## config.mk

```make
export PLATFORM = sky130hd
export DESIGN_NAME = xor_and_extended_op_decode
export DESIGN_NICKNAME = d
export VERILOG_FILES = /design/src/logic/file_addr_resolve.v /design/src/logic/xor_and_extended_op_decode.v
export VERILOG_INCLUDE_DIRS = /design/src /design/src/logic
export SDC_FILE = /design/constraint.sdc
export NUM_CORES = 1
export LEC_CHECK = 0
export BUFFER_PORTS_ARGS = -buffer_cell sky130_fd_sc_hd__buf_2
export CAP_MARGIN = 20
export CORE_MARGIN = 2
export CORE_UTILIZATION = 30
export CTS_BUF_LIST = sky130_fd_sc_hd__clkbuf_16
export CTS_CLUSTER_DIAMETER = 120
export DETAILED_ROUTE_END_ITERATION = 7
export GPL_TIMING_DRIVEN = 0
export SLEW_MARGIN = 10
export SYNTH_ARGS = -nofsm -noshare
export SYNTH_HDL_FRONTEND = slang
export SYNTH_SLANG_ARGS = --single-unit
```

## constraint.sdc

```tcl
create_clock -name i_core_clk -period 20.5 [get_ports i_core_clk]
set_input_delay 2.05 -clock i_core_clk [delete_from_list [all_inputs] [get_ports i_core_clk]]
set_output_delay 2.05 -clock i_core_clk [all_outputs]
set_load 0.01 [all_outputs]
```

## src/logic/xor_ext_map.vh

```
// Purpose: constants for the xor-with-file and extended opcode decoder
// Assumes: 32-bit axi4-lite register bus, 8-bit data path, 12-bit data address
// Notes: included by the decoder and the file address resolver
// Behaviour
// - Opcode 0001 10da ffff ffff is xor of accumulator with file register f.
// - Destination bit 0 writes accumulator, 1 writes file register back.
// - Access bit 0 uses access bank, 1 uses bank select register bank.
// - Access 0, extension on, f at most 95: indexed literal offset addressing.
// - Xor-with-file changes only negative and zero flags.
// - Extension and indexed mode are off after reset until enable bit set.
// - Enabled extension adds eight opcodes; none of them changes any flag.
// - 1110 1001 ffkk kkkk subtracts 6-bit literal from chosen pointer, one cycle.
// - Add form with select 11 adds to pointer two then returns, two cycles.
// - Subtract form with select 11 subtracts from pointer two then returns.
// - 1110 1010 kkkk kkkk stores literal at pointer two, decrements it.
// - Opcode 0000 0000 0001 0100 is a two-cycle call through accumulator.
// - Two-word moves: 1110 1011 then 1111 prefix; bit 7 picks destination kind.
// - Add/subtract-return load pc from stack head, second cycle is no-op.
// - Call pushes next address, pc low from accumulator, upper from latches.
`ifndef XOR_EXT_MAP_VH
`define XOR_EXT_MAP_VH
// register byte offsets
`define REG_CTRL 8'h00
`define REG_BANK 8'h04
`define REG_ACC 8'h08
`define REG_STAT 8'h0c
`define REG_PTR0 8'h10
`define REG_PTR1 8'h14
`define REG_PTR2 8'h18
`define REG_LATCH 8'h1c
// field positions
`define CTRL_EXT_BIT 0
`define STAT_Z_BIT 0
`define STAT_N_BIT 1
`define STAT_BUSY_BIT 2
`define LATCH_UPPER_LSB 8
// reset values
`define RST_BYTE 8'h00
`define RST_PTR 12'h000
`define RST_UPPER 5'h00
// opcode patterns
`define OP_XOR_PFX 6'h06
`define OP_PTR_ADD 8'he8
`define OP_PTR_SUB 8'he9
`define OP_LIT_PUSH 8'hea
`define OP_MOVE 8'heb
`define OP_CALL_VIA_ACCUMULATOR 16'h0014
`define OP_WORD2_PFX 4'hf
`define SEL_PTR_TWO_RET 2'h3
// addressing
`define ILO_LIMIT 8'h5f
`define ACCESS_SPLIT 8'h80
`define ACCESS_HI_PAGE 4'hf
`define ACCESS_LO_PAGE 4'h0
// timing: clocks per instruction cycle minus one, pc step of one word
`define Q_LAST 2'h3
`define PC_STEP 21'h000002
// bus responses
`define RESP_OKAY 2'h0
`define RESP_SLVERR 2'h2
`endif
```

## src/logic/file_addr_resolve.v

```verilog
// Purpose: turns the 8-bit file field and access bit into a 12-bit data address
// Assumes: bank select register low nibble picks one of 16 banks of 256 bytes
// Notes: purely combinational, evaluated on the opcode being accepted
`timescale 1ns/1ns
`include "xor_ext_map.vh"
module file_addr_resolve (
  input wire [7:0] i_file,
  input wire i_access,
  input wire [7:0] i_bank,
  input wire i_ext_en,
  input wire [11:0] i_ptr_two,
  output reg [11:0] o_addr,
  output reg o_indexed
);
  // bank, indexed offset or access bank
  always @* begin
    o_indexed = 1'b0;
    if (i_access) begin
      o_addr = {i_bank[3:0], i_file};
    end else if (i_ext_en && (i_file <= `ILO_LIMIT)) begin
      o_addr = i_ptr_two + {4'h0, i_file};
      o_indexed = 1'b1;
    end else if (i_file < `ACCESS_SPLIT) begin
      o_addr = {`ACCESS_LO_PAGE, i_file};
    end else begin
      o_addr = {`ACCESS_HI_PAGE, i_file};
    end
  end
endmodule

```

## src/logic/xor_and_extended_op_decode.v

```verilog
// Purpose: executes xor-with-file and the extended opcode group of the core
// Assumes: data memory answers a read one clock after o_mem_re; fetch on same clock
// Notes: one instruction cycle is four clocks (q1..q4); registers on axi4-lite
//
// Local design decisions: register access over AXI4-Lite and the register offsets.
`timescale 1ns/1ns
`include "xor_ext_map.vh"
module xor_and_extended_op_decode (
  input wire i_core_clk,
  input wire i_reset_n,
  input wire i_instr_valid,
  input wire [15:0] i_instr,
  input wire [20:0] i_pc,
  output reg o_instr_ready,
  output reg o_not_handled,
  output reg [11:0] o_mem_addr,
  output reg o_mem_re,
  output reg o_mem_we,
  output reg [7:0] o_mem_wdata,
  input wire [7:0] i_mem_rdata,
  output reg o_stack_push,
  output reg [20:0] o_stack_push_addr,
  output reg o_stack_pop,
  input wire [20:0] i_stack_head,
  output reg o_pc_load,
  output reg [20:0] o_pc_value,
  input wire [7:0] i_s_awaddr,
  input wire i_s_awvalid,
  output reg o_s_awready,
  input wire [31:0] i_s_wdata,
  input wire [3:0] i_s_wstrb,
  input wire i_s_wvalid,
  output reg o_s_wready,
  output reg [1:0] o_s_bresp,
  output reg o_s_bvalid,
  input wire i_s_bready,
  input wire [7:0] i_s_araddr,
  input wire i_s_arvalid,
  output reg o_s_arready,
  output reg [31:0] o_s_rdata,
  output reg [1:0] o_s_rresp,
  output reg o_s_rvalid,
  input wire i_s_rready
);
  localparam S_IDLE = 3'd0;
  localparam S_RD = 3'd1;
  localparam S_PROC = 3'd2;
  localparam S_WR = 3'd3;
  localparam S_NOP = 3'd4;
  localparam S_WORD2 = 3'd5;
  localparam OP_XOR = 3'd0;
  localparam OP_ADD = 3'd1;
  localparam OP_SUB = 3'd2;
  localparam OP_PUSH = 3'd3;
  localparam OP_MOVE = 3'd4;
  localparam OP_CALL = 3'd5;

  reg rst_meta_q;
  reg rst_sync_q;
  reg [2:0] state_q;
  reg [2:0] op_q;
  reg [15:0] instr_q;
  reg [1:0] nop_q;
  reg [7:0] result_q;
  reg [7:0] acc_q;
  reg [7:0] bank_q;
  reg ext_en_q;
  reg flag_z_q;
  reg flag_n_q;
  reg [11:0] ptr0_q;
  reg [11:0] ptr1_q;
  reg [11:0] ptr2_q;
  reg [7:0] pch_q;
  reg [4:0] pcu_q;
  reg [20:0] next_pc_q;
  reg [7:0] awaddr_q;
  reg aw_got_q;
  reg [31:0] wdata_q;
  reg [3:0] wstrb_q;
  reg w_got_q;
  reg [31:0] rd_data;
  reg rd_ok;
  reg wr_ok;
  reg [11:0] ptr_new;
  reg [15:0] wr_old;
  wire rst_n;
  wire [11:0] res_addr;
  wire is_xor;
  wire [7:0] hi;
  wire wr_fire;
  wire [11:0] sel_ptr;
  wire [11:0] lit6;
  wire [15:0] wr_new;

  // merge a bus write into a register honouring byte strobes
  function [15:0] wmerge;
    input [15:0] old;
    input [31:0] data;
    input [3:0] strb;
    begin
      wmerge = old;
      if (strb[0]) wmerge[7:0] = data[7:0];
      if (strb[1]) wmerge[15:8] = data[15:8];
    end
  endfunction

  // pick one of the three pointers by the 2-bit field
  function [11:0] ptr_pick;
    input [1:0] sel;
    input [11:0] p0;
    input [11:0] p1;
    input [11:0] p2;
    begin
      case (sel)
        2'd0: ptr_pick = p0;
        2'd1: ptr_pick = p1;
        default: ptr_pick = p2; // select 3 works on pointer two
      endcase
    end
  endfunction

  // reset release through two flops
  always @(posedge i_core_clk or negedge i_reset_n) begin
    if (!i_reset_n) begin
      rst_meta_q <= 1'b0;
      rst_sync_q <= 1'b0;
    end else begin
      rst_meta_q <= 1'b1;
      rst_sync_q <= rst_meta_q;
    end
  end
  assign rst_n = rst_sync_q;

  // opcode classification of the word on offer
  assign hi = i_instr[15:8];
  assign is_xor = (i_instr[15:10] == `OP_XOR_PFX);
  assign sel_ptr = ptr_pick(instr_q[7:6], ptr0_q, ptr1_q, ptr2_q);
  assign lit6 = {6'h00, instr_q[5:0]};
  assign wr_fire = aw_got_q & w_got_q & ~o_s_bvalid;
  // strobe-merged value of the register being written, cut per target below
  assign wr_new = wmerge(wr_old, wdata_q, wstrb_q);

  file_addr_resolve u_resolve (
    .i_file(i_instr[7:0]),
    .i_access(i_instr[8]),
    .i_bank(bank_q),
    .i_ext_en(ext_en_q),
    .i_ptr_two(ptr2_q),
    .o_addr(res_addr),
    .o_indexed()
  );

  // pointer arithmetic for the add and subtract forms
  always @* begin
    if (op_q == OP_ADD) begin
      ptr_new = sel_ptr + lit6;
    end else begin
      ptr_new = sel_ptr - lit6;
    end
  end

  // register read mux
  always @* begin
    rd_data = 32'h00000000;
    rd_ok = 1'b1;
    case (i_s_araddr)
      `REG_CTRL: rd_data[`CTRL_EXT_BIT] = ext_en_q;
      `REG_BANK: rd_data[7:0] = bank_q;
      `REG_ACC: rd_data[7:0] = acc_q;
      `REG_STAT: begin
        rd_data[`STAT_Z_BIT] = flag_z_q;
        rd_data[`STAT_N_BIT] = flag_n_q;
        rd_data[`STAT_BUSY_BIT] = (state_q != S_IDLE);
      end
      `REG_PTR0: rd_data[11:0] = ptr0_q;
      `REG_PTR1: rd_data[11:0] = ptr1_q;
      `REG_PTR2: rd_data[11:0] = ptr2_q;
      `REG_LATCH: rd_data[12:0] = {pcu_q, pch_q};
      default: rd_ok = 1'b0;
    endcase
  end

  // write address decode
  always @* begin
    case (awaddr_q)
      `REG_CTRL, `REG_BANK, `REG_ACC, `REG_PTR0, `REG_PTR1, `REG_PTR2,
      `REG_LATCH: wr_ok = 1'b1;
      default: wr_ok = 1'b0; // status is read-only
    endcase
    case (awaddr_q)
      `REG_BANK: wr_old = {8'h00, bank_q};
      `REG_ACC: wr_old = {8'h00, acc_q};
      `REG_PTR0: wr_old = {4'h0, ptr0_q};
      `REG_PTR1: wr_old = {4'h0, ptr1_q};
      `REG_PTR2: wr_old = {4'h0, ptr2_q};
      default: wr_old = 16'h0000;
    endcase
  end

  // axi4-lite handshakes
  always @(posedge i_core_clk or negedge rst_n) begin
    if (!rst_n) begin
      o_s_awready <= 1'b1;
      o_s_wready <= 1'b1;
      aw_got_q <= 1'b0;
      w_got_q <= 1'b0;
      awaddr_q <= 8'h00;
      wdata_q <= 32'h00000000;
      wstrb_q <= 4'h0;
      o_s_bvalid <= 1'b0;
      o_s_bresp <= `RESP_OKAY;
      o_s_arready <= 1'b1;
      o_s_rvalid <= 1'b0;
      o_s_rdata <= 32'h00000000;
      o_s_rresp <= `RESP_OKAY;
    end else begin
      if (i_s_awvalid && o_s_awready) begin
        awaddr_q <= i_s_awaddr;
        aw_got_q <= 1'b1;
        o_s_awready <= 1'b0;
      end
      if (i_s_wvalid && o_s_wready) begin
        wdata_q <= i_s_wdata;
        wstrb_q <= i_s_wstrb;
        w_got_q <= 1'b1;
        o_s_wready <= 1'b0;
      end
      if (wr_fire) begin
        o_s_bvalid <= 1'b1;
        o_s_bresp <= wr_ok ? `RESP_OKAY : `RESP_SLVERR;
      end
      if (o_s_bvalid && i_s_bready) begin
        o_s_bvalid <= 1'b0;
        aw_got_q <= 1'b0;
        w_got_q <= 1'b0;
        o_s_awready <= 1'b1;
        o_s_wready <= 1'b1;
      end
      if (i_s_arvalid && o_s_arready) begin
        o_s_rdata <= rd_data;
        o_s_rresp <= rd_ok ? `RESP_OKAY : `RESP_SLVERR;
        o_s_rvalid <= 1'b1;
        o_s_arready <= 1'b0;
      end
      if (o_s_rvalid && i_s_rready) begin
        o_s_rvalid <= 1'b0;
        o_s_arready <= 1'b1;
      end
    end
  end

  // instruction sequencer; core updates override a same-cycle bus write
  always @(posedge i_core_clk or negedge rst_n) begin
    if (!rst_n) begin
      state_q <= S_IDLE;
      op_q <= OP_XOR;
      instr_q <= 16'h0000;
      nop_q <= 2'h0;
      result_q <= `RST_BYTE;
      acc_q <= `RST_BYTE;
      bank_q <= `RST_BYTE;
      ext_en_q <= 1'b0;
      flag_z_q <= 1'b0;
      flag_n_q <= 1'b0;
      ptr0_q <= `RST_PTR;
      ptr1_q <= `RST_PTR;
      ptr2_q <= `RST_PTR;
      pch_q <= `RST_BYTE;
      pcu_q <= `RST_UPPER;
      next_pc_q <= 21'h000000;
      o_instr_ready <= 1'b1;
      o_not_handled <= 1'b0;
      o_mem_addr <= `RST_PTR;
      o_mem_re <= 1'b0;
      o_mem_we <= 1'b0;
      o_mem_wdata <= `RST_BYTE;
      o_stack_push <= 1'b0;
      o_stack_push_addr <= 21'h000000;
      o_stack_pop <= 1'b0;
      o_pc_load <= 1'b0;
      o_pc_value <= 21'h000000;
    end else begin
      o_mem_re <= 1'b0;
      o_mem_we <= 1'b0;
      o_stack_push <= 1'b0;
      o_stack_pop <= 1'b0;
      o_pc_load <= 1'b0;
      o_not_handled <= 1'b0;
      if (wr_fire && wr_ok) begin
        case (awaddr_q)
          `REG_CTRL: ext_en_q <= wstrb_q[0] ? wdata_q[`CTRL_EXT_BIT] : ext_en_q;
          `REG_BANK: bank_q <= wr_new[7:0];
          `REG_ACC: acc_q <= wr_new[7:0];
          `REG_PTR0: ptr0_q <= wr_new[11:0];
          `REG_PTR1: ptr1_q <= wr_new[11:0];
          `REG_PTR2: ptr2_q <= wr_new[11:0];
          default: begin
            pch_q <= wstrb_q[0] ? wdata_q[7:0] : pch_q;
            pcu_q <= wstrb_q[1] ? wdata_q[`LATCH_UPPER_LSB +: 5] : pcu_q;
          end
        endcase
      end
      case (state_q)
        S_IDLE: begin
          if (i_instr_valid) begin
            instr_q <= i_instr;
            next_pc_q <= i_pc + `PC_STEP;
            o_instr_ready <= 1'b0;
            state_q <= S_RD;
            if (is_xor) begin
              // q1 decode, address for the q2 read
              op_q <= OP_XOR;
              o_mem_addr <= res_addr;
              o_mem_re <= 1'b1;
            end else if (ext_en_q && hi == `OP_PTR_ADD) begin
              op_q <= OP_ADD;
            end else if (ext_en_q && hi == `OP_PTR_SUB) begin
              op_q <= OP_SUB;
            end else if (ext_en_q && hi == `OP_LIT_PUSH) begin
              op_q <= OP_PUSH;
            end else if (ext_en_q && hi == `OP_MOVE) begin
              // source is pointer two plus 7-bit offset
              op_q <= OP_MOVE;
              o_mem_addr <= ptr2_q + {5'h00, i_instr[6:0]};
              o_mem_re <= 1'b1;
            end else if (ext_en_q && i_instr == `OP_CALL_VIA_ACCUMULATOR) begin
              op_q <= OP_CALL;
            end else begin
              o_not_handled <= 1'b1;
              o_instr_ready <= 1'b1;
              state_q <= S_IDLE;
            end
          end
        end
        S_RD: state_q <= S_PROC;
        S_PROC: begin
          state_q <= S_WR;
          if (op_q == OP_XOR) begin
            result_q <= acc_q ^ i_mem_rdata;
          end else if (op_q == OP_MOVE) begin
            result_q <= i_mem_rdata;
          end else if (op_q == OP_CALL) begin
            o_stack_push <= 1'b1;
            o_stack_push_addr <= next_pc_q;
          end
        end
        S_WR: begin
          state_q <= S_IDLE;
          o_instr_ready <= 1'b1;
          nop_q <= 2'h0;
          case (op_q)
            OP_XOR: begin
              if (instr_q[9]) begin
                o_mem_we <= 1'b1;
                o_mem_wdata <= result_q;
              end else begin
                acc_q <= result_q;
              end
              flag_z_q <= (result_q == 8'h00);
              flag_n_q <= result_q[7];
            end
            OP_ADD, OP_SUB: begin
              case (instr_q[7:6])
                2'd0: ptr0_q <= ptr_new;
                2'd1: ptr1_q <= ptr_new;
                default: ptr2_q <= ptr_new;
              endcase
              if (instr_q[7:6] == `SEL_PTR_TWO_RET) begin
                o_stack_pop <= 1'b1;
                o_pc_load <= 1'b1;
                o_pc_value <= i_stack_head;
                o_instr_ready <= 1'b0;
                state_q <= S_NOP;
              end
            end
            OP_PUSH: begin
              o_mem_addr <= ptr2_q;
              o_mem_we <= 1'b1;
              o_mem_wdata <= instr_q[7:0];
              ptr2_q <= ptr2_q - 12'h001;
            end
            OP_CALL: begin
              o_pc_load <= 1'b1;
              o_pc_value <= {pcu_q, pch_q, acc_q};
              o_instr_ready <= 1'b0;
              state_q <= S_NOP;
            end
            default: state_q <= S_WORD2; // move waits for its second word
          endcase
        end
        S_WORD2: begin
          if (i_instr_valid) begin
            // bit 7 picks indexed or absolute destination
            o_instr_ready <= 1'b0;
            o_mem_addr <= instr_q[7] ? (ptr2_q + {5'h00, i_instr[6:0]}) : i_instr[11:0];
            o_mem_we <= 1'b1;
            o_mem_wdata <= result_q;
            nop_q <= 2'h1;
            state_q <= S_NOP;
          end
        end
        S_NOP: begin
          nop_q <= nop_q + 2'h1;
          if (nop_q == `Q_LAST) begin
            state_q <= S_IDLE;
            o_instr_ready <= 1'b1;
          end
        end
        default: begin
          state_q <= S_IDLE;
          o_instr_ready <= 1'b1;
        end
      endcase
    end
  end
endmodule

```

# ---- Yosys cells after proc, flatten, opt, wreduce, memory -nomap -nowiden
# Cells that the tools add are included.
dict set report classes {
  n_reduce_logical 51
  magnitude_cmp 2
  muxes 123
  div_mod_pow 0
  eq_ne 43
  n_shift 0
  add_sub_neg 7
  n_mul 0
  n_bitwise 8
}
# op count
set ops {}
lappend ops {{12-bit 2-to-1 mux} 27}
lappend ops {{8-bit 2-to-1 mux} 10}
lappend ops {{8-bit by 5-bit equality test with 1-bit output (second input constant)} 8}
lappend ops {{1-bit 2-to-1 mux} 52}
lappend ops {{12-bit one-hot mux with 2 select lines} 2}
lappend ops {{12-bit one-hot mux with 4 select lines} 1}
lappend ops {{21-bit one-hot mux with 2 select lines} 1}
lappend ops {{12-bit one-hot mux with 3 select lines} 1}
lappend ops {{8-bit equality test (second input constant)} 4}
lappend ops {{8-bit one-hot mux with 2 select lines} 2}
lappend ops {{3-bit 2-to-1 mux} 10}
lappend ops {{5-bit one-hot mux with 6 select lines} 1}
lappend ops {{8-bit by 4-bit equality test with 1-bit output (second input constant)} 3}
lappend ops {{8-bit logical NOT} 3}
lappend ops {{21-bit by 2-bit adder with 21-bit output (second input constant)} 1}
lappend ops {{21-bit 2-to-1 mux} 1}
lappend ops {{3-bit one-hot mux with 6 select lines} 1}
lappend ops {{3-bit AND reduction} 6}
lappend ops {{16-bit by 5-bit equality test with 1-bit output (second input constant)} 1}
lappend ops {{8-bit by 3-bit equality test with 1-bit output (second input constant)} 2}
lappend ops {{4-bit one-hot mux with 4 select lines} 1}
lappend ops {{3-bit inequality test (second input constant)} 5}
lappend ops {{2-bit one-hot mux with 7 select lines} 1}
lappend ops {{2-bit nonzero test} 7}
lappend ops {{39 further kinds} 83}
dict set report word_totals {
  ramBits 0
  output_inout_bits 110
  latch_bits 0
  in_bits 126
  regBits 233
  memories 0
  mem_bits_ro 0
}

# ---- Logic depth before layout (Yosys ltp)
# Gate-level depths: netlist (run 1).
dict set report logic_depth {
  ltp_word 10
  ltp_mapped 12
  ltp_nobuf 11
}

# ---- Modules after synthesis
# A second synthesis (run 1) with hierarchy kept.
dict set report hier_totals {
  cells_unflattened 1509
  hier_area_um2 13738.2
}
# module n_inst cells_per_inst area_each_um2
set modules_own_cells {}
lappend modules_own_cells {xor_and_extended_op_decode 1 1418 13116.3}
lappend modules_own_cells {file_addr_resolve 1 91 621.8}

# ---- Worst setup path before layout (run 1)
# No wires, ideal clock.
dict set report synth_path {
  path_type {input-to-reg}
  from {input i_instr[0]}
  to {register o_mem_addr[10]}
  arrival_time_ns 4.059
  slack_ns 16.360
  path_stages 8
  required_ns 20.418
  setup_time_ns 0.082
  path_buffers 0
  path_cell_list {ha_1 fa_1 a211o_1 a211o_1 a41oi_1 o21ai_0 a221o_1 a31oi_1}
}
dict set report synth_between {
  elab_chain_len 8
}
# element line
set synth_rtl {}
lappend synth_rtl {{start, declared} xor_and_extended_op_decode.v:12} ;# input wire [15:0] i_instr,
lappend synth_rtl {{12-bit by 7-bit adder with 12-bit output} {xor_and_extended_op_decode.v:324, xor_and_extended_op_decode.v:395}}
lappend synth_rtl {{12-bit 2-to-1 mux} xor_and_extended_op_decode.v:321} ;# end else if (ext_en_q && hi == `OP_MOVE) begin
lappend synth_rtl {{12-bit 2-to-1 mux} xor_and_extended_op_decode.v:319} ;# end else if (ext_en_q && hi == `OP_LIT_PUSH) begin
lappend synth_rtl {{12-bit 2-to-1 mux} xor_and_extended_op_decode.v:317} ;# end else if (ext_en_q && hi == `OP_PTR_SUB) begin
lappend synth_rtl {{12-bit 2-to-1 mux} xor_and_extended_op_decode.v:315} ;# end else if (ext_en_q && hi == `OP_PTR_ADD) begin
lappend synth_rtl {{12-bit 2-to-1 mux} xor_and_extended_op_decode.v:310} ;# if (is_xor) begin
lappend synth_rtl {{12-bit 2-to-1 mux} xor_and_extended_op_decode.v:305} ;# if (i_instr_valid) begin
lappend synth_rtl {{12-bit one-hot mux with 3 select lines (*)} xor_and_extended_op_decode.v:303} ;# case (state_q)
lappend synth_rtl {{end signal, assigned} xor_and_extended_op_decode.v:313} ;# o_mem_addr <= res_addr;
lappend synth_rtl {{end signal, assigned} xor_and_extended_op_decode.v:324} ;# o_mem_addr <= ptr2_q + {5'h00, i_instr[6:0]};
lappend synth_rtl {{end signal, assigned} xor_and_extended_op_decode.v:377} ;# o_mem_addr <= ptr2_q;
lappend synth_rtl {{end, declared} xor_and_extended_op_decode.v:16} ;# output reg [11:0] o_mem_addr,
# Every way passes the cells marked *; elsewhere a longest branch is shown, timed or not. The select of a mux whose other input is x is not followed.
# A chain may end at the register's enable or synchronous reset.

# ---- Worst setup path after layout (run 1)
dict set report layout_path {
  from {register instr_q[6]}
  to {register ptr2_q[10]}
}
dict set report layout_between {
  elab_chain_len 7
}
# element line
set layout_rtl {}
lappend layout_rtl {{start, declared} xor_and_extended_op_decode.v:62} ;# reg [15:0] instr_q;
lappend layout_rtl {{start signal, assigned} xor_and_extended_op_decode.v:306} ;# instr_q <= i_instr;
lappend layout_rtl {{2-bit by 1-bit equality test with 1-bit output / 2-bit logical NOT (equally long branches)} {xor_and_extended_op_decode.v:114, xor_and_extended_op_decode.v:363}}
lappend layout_rtl {{12-bit one-hot mux with 2 select lines} xor_and_extended_op_decode.v:114} ;# case (sel)
lappend layout_rtl {{12-bit by 6-bit subtractor with 12-bit output / 12-bit by 6-bit adder with 12-bit output (equally long branches)} {xor_and_extended_op_decode.v:158, xor_and_extended_op_decode.v:156}}
lappend layout_rtl {{12-bit 2-to-1 mux} xor_and_extended_op_decode.v:155} ;# if (op_q == OP_ADD) begin
lappend layout_rtl {{12-bit 2-to-1 mux (*)} xor_and_extended_op_decode.v:363} ;# case (instr_q[7:6])
lappend layout_rtl {{12-bit one-hot mux with 2 select lines (*)} xor_and_extended_op_decode.v:351} ;# case (op_q)
lappend layout_rtl {{12-bit 2-to-1 mux (*)} xor_and_extended_op_decode.v:303}
lappend layout_rtl {{end signal, assigned} xor_and_extended_op_decode.v:296} ;# `REG_PTR2: ptr2_q <= wr_new[11:0];
lappend layout_rtl {{end signal, assigned} xor_and_extended_op_decode.v:366} ;# default: ptr2_q <= ptr_new;
lappend layout_rtl {{end signal, assigned} xor_and_extended_op_decode.v:380} ;# ptr2_q <= ptr2_q - 12'h001;
lappend layout_rtl {{end, declared} xor_and_extended_op_decode.v:72} ;# reg [11:0] ptr2_q;
# Every way passes the cells marked *; elsewhere a longest branch is shown, timed or not.

==> impl_results.md, run 1 <==
* Status: finished clean
* WP data required at 20900 ps
* Root Buffer Master: clkbuf_16
* Sequential share of the synthesized area at about 43%
* Critical path endpoint category: flip-flop
* Post-synth top flop: dfrtp_1
* CTS H-tree lvls at 1
* R2r startpoint: instr_q[6]$_DFFE_PN0P_
* Gr usage total at between 10% and 20%
* Critical path fanouts, max at 10
* CTS Hold Bufs at 0
* PortBufs at 191
* Drt wl/cell at approximately 20 um
* Post-Synth XOR/XNOR Area at 3.34%
* Lkg Pwr at 7.18 nW
* Core ar. at between 40000 and 50000 um^2
* Reg clk slew, reported paths at roughly 60 ps
* Critical Path AT at a little over 5000 ps
* CTS tree: done
* Number of antenna violations at the first check in global routing at 1
* Type of the worst min-delay path: flip-flop to asynchronous set/reset pin
* Syn avg cell area at between 9 and 10 um^2
* CTS buffer count at 27
* Post-CTS setup buffers at 0
* Least-Margin Pin Slew at 1100 ps
* Final setup fails at 0
* # IOs at 236
* Die Wd at 215 um
* Area of the mapped netlist at around 13000 um^2
* Worst relative slew slack at around a quarter
* Adder-Cell Fraction of Synth Area at under 10%
* Reg2reg setup slack at about 16000 ps
* Clk_lat worst skew at roughly 570 ps
* Hold Fails Final Rpt at 0
* Post-synth EDFFs at 0
* Pwr dens at between 100 and 150 nW/um^2
* Die area at 46300 um^2
* Commonest non-fill, non-tap cell in the layout: dfrtp_1
* Post-synthesis simple-gate area fraction at ~15%
* CP Class: flip-flop to flip-flop
* Pin count of the biggest net entering global routing at between 60 and 70
* Synth unique cells at 81
* Antenna-violating nets left at 0
* Crit share post-route at a little under a quarter
* Synth async-reset ratio at 100%
* Vias in the first global route at 11700
* Routed Wire Length at 45400 um
* Worst vdd ir at around 0.062 mV
* Total placed cells including tap cells at 2210
* Clock skew at 18.4 ps
* Fmax at ~0.21 GHz
* Area growth syn-to-layout at 20.4%
* Starting Density at between 30% and 40%
* DRT Pass-1 Iters at 7
* Worst Setup Slack post-DPL at 15800 ps
* Startpoint type of the worst setup path: flip-flop
* Synthesis warning total at 0
* HPWL after DPL at about 35000 um
* # rows at 77
* Gr ovfl total at 0
* Max-capacitance violation count at 0
* Fin nets at around 1800
* Complex-gate fraction of the synthesized area at between 10% and 20%
* Fin worst setup slack at 15770 ps
* # fillers at between 4000 and 5000
* Clock tree buffer depth at 3
* Die height at about 220 um
* Sink Count at 230
* Reg-to-reg endpoint: ptr2_q[10]$_DFF_PN0_
* Fraction of layout cells with a size suffix above 1 at between 20% and 30%
* GPL Wtd Cong at about 0.95
* Post-CTS Resized at 0
* Largest family of logic cells by synthesized area: compound AO/OA/AOI/OAI gates
* Unrepaired setup endpoints after global routing: false
* TNS Setup at 0 ps
* Worst r2r path cells at 11
* Starting DRT DRC Count at just under 1000
* Layout Cells excl Fill at ~2300
* DR vias/cell at roughly 5.3
* FF+latch count, synth at 230
* Via count at 11900
* First-pass GRT wire length at 69900 um
* Post-synthesis mux area share at between 10% and 20%
* Min Tclk post-route at about 4700 ps
* Post-synthesis cell count at ~1400
* Commonest non-fill, non-tap cells in the layout: dfrtp_1 (225), buf_2 (203), nand2_1 (185)
* Max Slew Vio Count at 0
* Drt drc at 0
==> flip-flops by register name, indices dropped and copies added (netlist names), 5 cells and up <==
register,flops
awaddr_q,8
ptr1_q,12
bank_q,8
o_stack_push_addr,21
pch_q,8
instr_q,9
wdata_q,13
ptr2_q,12
next_pc_q,21
ptr0_q,12
result_q,8
acc_q,8
o_pc_value,21
o_s_rdata,13
pcu_q,5
o_mem_wdata,8
o_mem_addr,12
==> per-stage QoR <==
step / power [mW] / hold WS [ps] / utilization (%) / instance area, um^2
final: 1.76 / 292 / 36.5 / 16100
after detailed placement: 1.31 / 307 / 34.6 / 15300
after global placement: 1.29 / 336 / 34.3 / 15100
after floorplan: 1.06 / 331 / - / 13400
after CTS: 1.77 / 312 / 36.5 / 16100
after global routing: 1.87 / 330 / 36.5 / 16100
==> synth_stat cells, types with 9 or more instances <==
cell / number / area [um^2]
a21oi_1: 73 / 365
mux2i_1: 84 / 841
nor2_1: 99 / 372
a22oi_1: 22 / 165
inv_1: 25 / 93.8
buf_1: 9 / 33.8
clkbuf_1: 60 / 225
nand2b_1: 10 / 62.6
a31oi_1: 10 / 62.6
buf_4: 23 / 173
nor3_1: 25 / 125
o21ai_0: 113 / 566
nand3b_1: 11 / 82.6
dfrtp_1: 226 / 5660
a211o_1: 9 / 78.8
ha_1: 23 / 288
o22ai_1: 11 / 68.8
xor2_1: 24 / 210
and2_1: 9 / 56.3
a211oi_1: 9 / 67.6
a221o_1: 10 / 100
nor2b_1: 14 / 87.6
o211ai_1: 14 / 105
nand2_1: 185 / 694
buf_2: 12 / 60.1
mux2_2: 75 / 845
xnor2_1: 27 / 236
nand3_1: 24 / 120
==> worst max-delay path, cell delays in order (launching register included) <==
cell and delay (ps):
dfrtp_1 410, clkbuf_1 550, clkbuf_1 760, mux2i_1 260, o21ai_0 170, fa_1 510, a211oi_1 330, o21ai_0 170
a31oi_1 360, nor3_1 90, nor4b_1 720, o2111ai_1 220
==> cell type report <==
type,instances,area (um^2),share of cell area [%]
antenna,1,2.50,0.0155
buffer,105,503,3.13
clock buffer,27,676,4.20
clock inverter,23,155,0.964
inverter,25,93.8,0.583
multi-input combinational,1063,7090,44.0
sequential,230,5760,35.8
tap,592,741,4.60
timing repair buffer,196,1070,6.65
==> worst max-delay path by stage <==
stage / start / depth (start not counted) / end / slack (ps)
after floorplan: rst_n$_DFF_PN0_ / 0 / acc_q[0]$_DFF_PN0_ / 13620
after global placement: rst_n$_DFF_PN0_ / 0 / o_mem_addr[0]$_DFFE_PN0P_ / 10860
after detailed placement: instr_q[6]$_DFFE_PN0P_ / 11 / ptr2_q[10]$_DFF_PN0_ / 15800
after CTS: instr_q[6]$_DFFE_PN0P_ / 11 / ptr2_q[10]$_DFF_PN0_ / 15780
after global routing: instr_q[6]$_DFFE_PN0P_ / 11 / ptr2_q[10]$_DFF_PN0_ / 15470
final: instr_q[6]$_DFFE_PN0P_ / 11 / ptr2_q[10]$_DFF_PN0_ / 15770
==> cell families after synthesis <==
family | count (synthesis)
muxes | 168
DFF | 230
other | 2
buffers and inverters | 130
xor gates and xnor gates | 51
AOI/OAI and AO/OA | 360
and+or+nand+nor | 437
adders and majority gates | 25
==> routing by layer <==
metal  track usage [%]  wire length, um  up-vias  share of wire [%]
li1                  -                -     5548                  -
met1              26.1            20100     5912                 44
met2              31.7            21400      377                 47
met3              2.17             2330       99                5.1
met4              7.24             1620        0                3.6
met5                 0                0        -                  0
==> power by group <==
part	internal (mW)	total, mW	switching, mW
registers	0.560	0.670	0.110
clock network	0.253	0.458	0.205
logic	0.238	0.635	0.397
No activity file was read; power rests on OpenSTA's default activity.
==> run 2, diff against run 1 <==
==> constraint.sdc (replaced) <==
create_clock -name i_core_clk -period 4.1 [get_ports i_core_clk]
set_input_delay 0.41 -clock i_core_clk [delete_from_list [all_inputs] [get_ports i_core_clk]]
set_output_delay 0.41 -clock i_core_clk [all_outputs]
set_load 0.01 [all_outputs]
==> run 2 against run 1 <==
Compared with the run above:
- worst hold slack got worse by 250 ps
- register-to-register slack got worse by 15000 ps
- flip-flop and latch count did not move
- cell count rose by 0.18%
- critical path depth fell by 1
- first-iteration DRC count fell by 12%
- via count fell by 0.33%
- global-route usage barely moved
- largest cell class unchanged
- clock power rose to 5.3 times the previous value
- non-clock buffer count rose by 3
==> impl_results.md, run 2 (synthesis results as in run 1) <==
* CP max stage delay at 550 ps (-210 ps)
* Lkg Pwr at 7.25 nW (+1.1%)
* Sink Count at 230 (unchanged)
* Status: finished clean
* Sw Share at 39.9% (-0.49 points)
* Worst relative slew slack at 22.0% (-3.8 points)
* Starting DRT DRC Count at 874 (-12%)
* DR vias/cell at 5.25 (-0.50%)
* DRT Pass-1 Iters at 5 (-2)
* Via count at 11900 (-0.33%)
* Worst vdd ir at 0.296 mV (+380%)
* Sw Pwr at 3.56 mW (+400%)
* # IOs at 236 (unchanged)
* Unrepaired setup endpoints after global routing: false
* Min Tclk post-route at 3800 ps (-933 ps)
* Routed Wire Length at 45400 um (about the same)
* Die Wd at 215 um (unchanged)
* Final Util at 36.8% (+0.30 points)
* Core ar. at 44100 um^2 (unchanged)
* Worst Setup Slack post-DPL at -620 ps (-16420 ps)
* CTS buffer count at 28 (+3.7%)
* PortBufs at 191 (unchanged)
* Fraction of layout cells with a size suffix above 1 at 22.6% (+0.49 points)
* Clock tree buffer depth at 3 (unchanged)
* Hold Fails Final Rpt at 0 (unchanged)
* CTS H-tree lvls at 1 (unchanged)
* Max Slew Vio Count at 0 (unchanged)
* Clock share of power at 27.2% (+1.2 points)
* Regs by FF count: next_pc_q x21, o_pc_value x21, o_stack_push_addr x21
* Least-Margin Pin Slew at 1160 ps (+56.3 ps)
* Fmax at 0.263 GHz (+25%)
* Final setup fails at 0 (unchanged)
* Post-route total power at 8.94 mW (+410%)
* Worst-path cell with the longest stage delay: dfrtp_2
* Pwr dens at 551 nW/um^2 (+400%)
* Drt wl/cell at 20.1 um (-0.11%)
* TNS Setup at 0 ps (unchanged)
* WP data required at 4510 ps (-16390 ps)
* Pin count of the biggest net entering global routing at 58 (-9.4%)
* Die area at 46300 um^2 (unchanged)
* Critical path fanouts, max at 11 (+1)
* Critical path endpoint category: flip-flop
* Crit share post-route at 92.7% (+70 points)
* Starting Density at 30.3% (unchanged)
* Number of antenna violations at the first check in global routing at 1 (unchanged)
* # rows at 77 (unchanged)
* Sequential share of power at 37.7% (-0.3 points)
* Max-capacitance violation count at 0 (unchanged)
* CTS tree: done
* Int Power at 5.37 mW (+410%)
* Clock skew at 34.6 ps (+16.2 ps)
* Delay-heaviest family, CP: compound AO/OA/AOI/OAI gates
* Drt drc at 0 (unchanged)
* Startpoint type of the worst setup path: flip-flop
* Commonest non-fill, non-tap cells in the layout: dfrtp_1 (224), buf_2 (203), nand2_1 (185)
* Gr usage total at 19.2% (about the same)
* Fin worst setup slack at 301 ps (-15470 ps)
* Vias in the first global route at 11500 (-1.4%)
* Bufs and invs on worst path at 1 (-1)
* Comb pwr share at 35.1% (-0.9 points)
* Reg clk slew, reported paths at 60 ps (about the same)
* First-pass GRT wire length at 69700 um (-0.36%)
* Gr ovfl total at 0 (unchanged)
* HPWL after DPL at 35200 um (about the same)
* Antenna-violating nets left at 0 (unchanged)
* Worst hold slack at 40.6 ps (-252 ps)
* Commonest non-fill, non-tap cell in the layout: dfrtp_1
* Critical Path, Cell by Cell: clkbuf_2 > mux2i_1 > o21ai_0 > fa_1 > a211oi_1 > o21ai_0 > a31oi_1 > nor3_1 > nor4b_2 > o2111ai_1
* GPL Wtd Cong at 0.902 (-4.9%)
* CP Class: flip-flop to flip-flop
* Critical Path Most Common Cell: o21ai_0
* Area growth syn-to-layout at 21.4%
* Type of the worst min-delay path: input port to flip-flop
* Critical Path AT at 4210 ps (-920 ps)
* Die height at 215 um (unchanged)
* Fin nets at 1803 (+0.22%)
* Root Buffer Master: clkbuf_16
* Clk_lat worst skew at 590 ps (+20 ps)
[run 2: cell types whose count changed in the layout (fill, tap and decap cells not counted), moves of 2 or more]
cell           previous run  this run
clkinv_1                 10         4
dlygate4sd3_1             0         5
clkbuf_1                 60        56
clkinv_2                  0         3
inv_1                    30        33
clkbuf_2                  1         3
[run 2: path summary, 6_finish.rpt]
check | from | endpoint | slack, ps | depth (start not counted)
worst max register to register | instr_q[6]$_DFFE_PN0P_ | ptr2_q[10]$_DFF_PN0_ | 300 | 10
worst min register to register | rst_n$_DFF_PN0_ | o_pc_value[1]$_DFFE_PN0P_ | 180 | 0
worst min-delay path | i_s_bready | aw_got_q$_DFFE_PN0P_ | 40 | 2
min in group asynchronous | i_reset_n | rst_n$_DFF_PN0_ | 130 | 2
worst max-delay path | instr_q[6]$_DFFE_PN0P_ | ptr2_q[10]$_DFF_PN0_ | 300 | 10
max in group asynchronous | rst_n$_DFF_PN0_ | o_s_arready$_DFFE_PN1P_ | 2660 | 3
[run 2: cell type report]
class                      count  area (um^2)
antenna                        1         2.50
buffer                       104          503
clock buffer                  28          701
clock inverter                23          199
fill                        4537        27900
inverter                      25         93.8
multi-input combinational   1063         7110
sequential                   230         5770
tap                          592          741
timing repair buffer         200         1120
[run 2: worst reg2reg max path, stage by stage (launching register included)]
cell       delay, ps
dfrtp_2          550
clkbuf_2         450
mux2i_1          250
o21ai_0          170
fa_1             510
a211oi_1         380
o21ai_0          180
a31oi_1          360
nor3_1           120
nor4b_2          470
o2111ai_1        210
[run 2: power groups by stage]
stage	Combinational (mW)	Sequential, mW	Clock (mW)
after global placement	3.02	3.40	0
after global routing	3.46	3.43	2.58
after CTS	3.13	3.36	2.50
final	3.14	3.36	2.43
after floorplan	2.08	3.22	0
after detailed placement	3.13	3.38	0
[run 2: what timing repair did]
item	in CTS	in global routing
resized for setup	3	6
setup buffers	0	0
endpoints found under the hold margin	6	0
hold buffers	5	0
endpoints found under the setup margin	6	3
[run 2: layer usage]
metal | track usage, % | routed length [um] | up-vias
met5 | 0 | 0 | -
met4 | 7.31 | 1570 | 0
met3 | 3.45 | 2810 | 99
met2 | 31.3 | 21400 | 372
met1 | 25.5 | 19700 | 5882
li1 | - | - | 5544
[run 2: per-stage QoR]
step	cells	cell area, um^2
floorplan	1423	13400
global placement	2206	15100
detailed placement	2210	15300
CTS	2265	16200
global route	2266	16200
finish	2266	16200
==> run 3, diff against run 2 <==
--- a/config.mk
+++ b/config.mk
@@ -10,10 +10,11 @@
 export CAP_MARGIN = 20
 export CORE_MARGIN = 2
 export CORE_UTILIZATION = 30
-export CTS_BUF_LIST = sky130_fd_sc_hd__clkbuf_16
+export CTS_BUF_LIST = sky130_fd_sc_hd__clkbuf_8
 export CTS_CLUSTER_DIAMETER = 120
 export DETAILED_ROUTE_END_ITERATION = 7
 export GPL_TIMING_DRIVEN = 0
+export RECOVER_POWER = 50
 export SLEW_MARGIN = 10
 export SYNTH_ARGS = -nofsm -noshare
 export SYNTH_HDL_FRONTEND = slang
==> constraint.sdc (replaced) <==
create_clock -name i_core_clk -period 3.22 [get_ports i_core_clk]
set_input_delay 0.322 -clock i_core_clk [delete_from_list [all_inputs] [get_ports i_core_clk]]
set_output_delay 0.322 -clock i_core_clk [all_outputs]
set_load 0.01 [all_outputs]
==> run 3 against run 2 <==
Compared with the run above:
- the flow now finishes with violations (max-capacitance violations, max-slew violations)
- sequential share of layout area down 0.67 points
- sequential power up 28%
- worst hold slack better by 1.6 ps
- register-to-register slack worse by 170 ps
- critical path depth up 4
- power up 25%
==> impl_results.md, run 3 (synthesis results as in run 1) <==
* Status: finished with violations
* Failing checks: max-capacitance violations, max-slew violations
* CP max stage delay at 350 ps (-200 ps)
* Worst-path cell with the longest stage delay: dfrtp_1
* Gr usage total at 19.7% (+0.48 points)
* Clk_lat worst skew at 620 ps (+30 ps)
* Drt wl/cell at 19.6 um (-2.2%)
* First-pass GRT wire length at 71800 um (+3.1%)
* Commonest non-fill, non-tap cell in the layout: dfrtp_1
* Worst relative slew slack at -66.3% (-88 points)
* Clock skew at 47.5 ps (+13.0 ps)
* Via count at 12200 (+2.2%)
* WP data required at 3660 ps (-850 ps)
* Least-Margin Pin Slew at 2490 ps (+1330 ps)
* Max Slew Vio Count at 59 (+59)
* Startpoint type of the worst setup path: flip-flop
* Area growth syn-to-layout at 23.7%
* Type of the worst min-delay path: input port to flip-flop
* GPL Wtd Cong at 0.927 (+2.8%)
* Routed Wire Length at 45900 um (+0.94%)
* CTS tree: done
* PortBufs at 191 (unchanged)
* Unrepaired setup endpoints after global routing: true
* Layout Cells excl Fill at 2338 (+3.2%)
* Fin nets at 1866 (+3.5%)
* Drt drc at 0 (unchanged)
* Reg clk slew, reported paths at 60 ps (about the same)
* Vias in the first global route at 12200 (+5.8%)
* DRT Pass-1 Iters at 6 (+1)
* Clock tree buffer depth at 3 (unchanged)
* CTS buffer count at 43 (+54%)
* Pwr dens at 673 nW/um^2 (+22%)
* Die height at 215 um (unchanged)
* Total placed cells including tap cells at 2210 (unchanged)
* Delay-heaviest family, CP: buffers and inverters
* Regs by FF count: next_pc_q x21, o_pc_value x21, o_stack_push_addr x21
* # IOs at 236 (unchanged)
* Fmax at 0.323 GHz (+23%)
* Crit share post-route at 96.0% (+3.4 points)
* # rows at 77 (unchanged)
* Fraction of layout cells with a size suffix above 1 at 18.1% (-4.5 points)
* Sink Count at 230 (unchanged)
* Final setup fails at 0 (unchanged)
* Critical path endpoint category: flip-flop
* Antenna-violating nets left at 0 (unchanged)
* Lkg Pwr at 7.21 nW (-0.62%)
* Critical Path, Cell by Cell: buf_2 > nor3b_4 > buf_4 > buf_4 > a21oi_2 > ha_1 > clkbuf_1 > nor3_1 > o21ai_1 > a31oi_2 > and4_1 > nor4b_2 > buf_4 > o2111ai_1
* Core ar. at 44100 um^2 (unchanged)
* Hold Fails Final Rpt at 0 (unchanged)
* Worst vdd ir at 0.295 mV (-0.16%)
* Starting DRT DRC Count at 860 (-1.6%)
* Root Buffer Master: clkbuf_8
* TNS Setup at 0 ps (unchanged)
* Die Wd at 215 um (unchanged)
* Critical Path Most Common Cell: buf_4
* Gr ovfl total at 0 (unchanged)
* DR vias/cell at 5.20 (-0.91%)
* Starting Density at 30.3% (unchanged)
* Critical Path AT at 3530 ps (-680 ps)
* Commonest non-fill, non-tap cells in the layout: dfrtp_1 (224), nand2_1 (185), clkbuf_1 (146)
* CTS H-tree lvls at 2 (+1)
* CP Class: flip-flop to flip-flop
* Pin count of the biggest net entering global routing at 62 (+6.9%)
* Die area at 46300 um^2 (unchanged)
* Max-capacitance violation count at 1 (+1)
* Min Tclk post-route at 3090 ps (-707 ps)
* Bufs and invs on worst path at 5 (+4)
* Number of antenna violations at the first check in global routing at 1 (unchanged)
* HPWL after DPL at 35200 um (about the same)
* Critical path fanouts, max at 9 (-2)
* Post-route total power at 11.1 mW (+25%)
run 3: through the flow:
step | setup slack (ps) | area (um^2) | utilization, % | hold slack, ps
global route | -53.2 | 16500 | 37.5 | 21.5
finish | 127 | 16500 | 37.5 | 42.3
CTS | 0.0688 | 16600 | 37.7 | 0.575
detailed placement | -1080 | 15200 | 34.5 | 110
global placement | -1010 | 15200 | 34.3 | 108
floorplan | 65.3 | 13500 | - | 26.4
run 3: routing by layer:
metal	GRT usage (%)	vias up	routed length, um
li1	-	5682	-
met1	26.3	5974	20100
met2	31.7	401	21700
met3	3.57	106	2480
met4	7.77	0	1620
met5	0	-	0
run 3: final cells by class:
cell class | instances | area [um^2]
Clock inverter | 24 | 113
Fill cell | 4605 | 27600
Sequential cell | 230 | 5770
Buffer | 101 | 499
Timing Repair Buffer | 251 | 1470
Inverter | 25 | 93.8
Antenna cell | 1 | 2.50
Multi-Input combinational cell | 1063 | 7150
Clock buffer | 51 | 702
Tap cell | 592 | 741
run 3: worst paths after layout:
path                                 startpoint                         to  slack [ps]  cells after the start
max                         op_q[0]$_DFFE_PN0P_       ptr2_q[10]$_DFF_PN0_         130                     14
min                             i_stack_head[6]  o_pc_value[6]$_DFFE_PN0P_          40                      3
max reg2reg                 op_q[0]$_DFFE_PN0P_       ptr2_q[10]$_DFF_PN0_         130                     14
min reg2reg                rst_meta_q$_DFF_PN0_            rst_n$_DFF_PN0_         350                      0
max in group asynchronous       rst_n$_DFF_PN0_    wdata_q[11]$_DFFE_PN0P_         550                      2
min in group asynchronous             i_reset_n            rst_n$_DFF_PN0_         580                      3
run 3: repair_timing:
item                       CTS  global route
resized for setup           13            11
buffers inserted             2             1
pin swaps                    3             4
hold buffers                53             0
hold endpoints to repair    52             0
setup endpoints to repair   20            16
run 3: power breakdown:
group          switching (mW)  internal (mW)
Clock                    1.30           1.44
Sequential              0.744           3.57
Combinational            2.52           1.57
run 3: tightest hold or removal path, cell delays in order:
cell     delay (ps)
buf_2            70
mux2i_1          60
a21oi_1         140
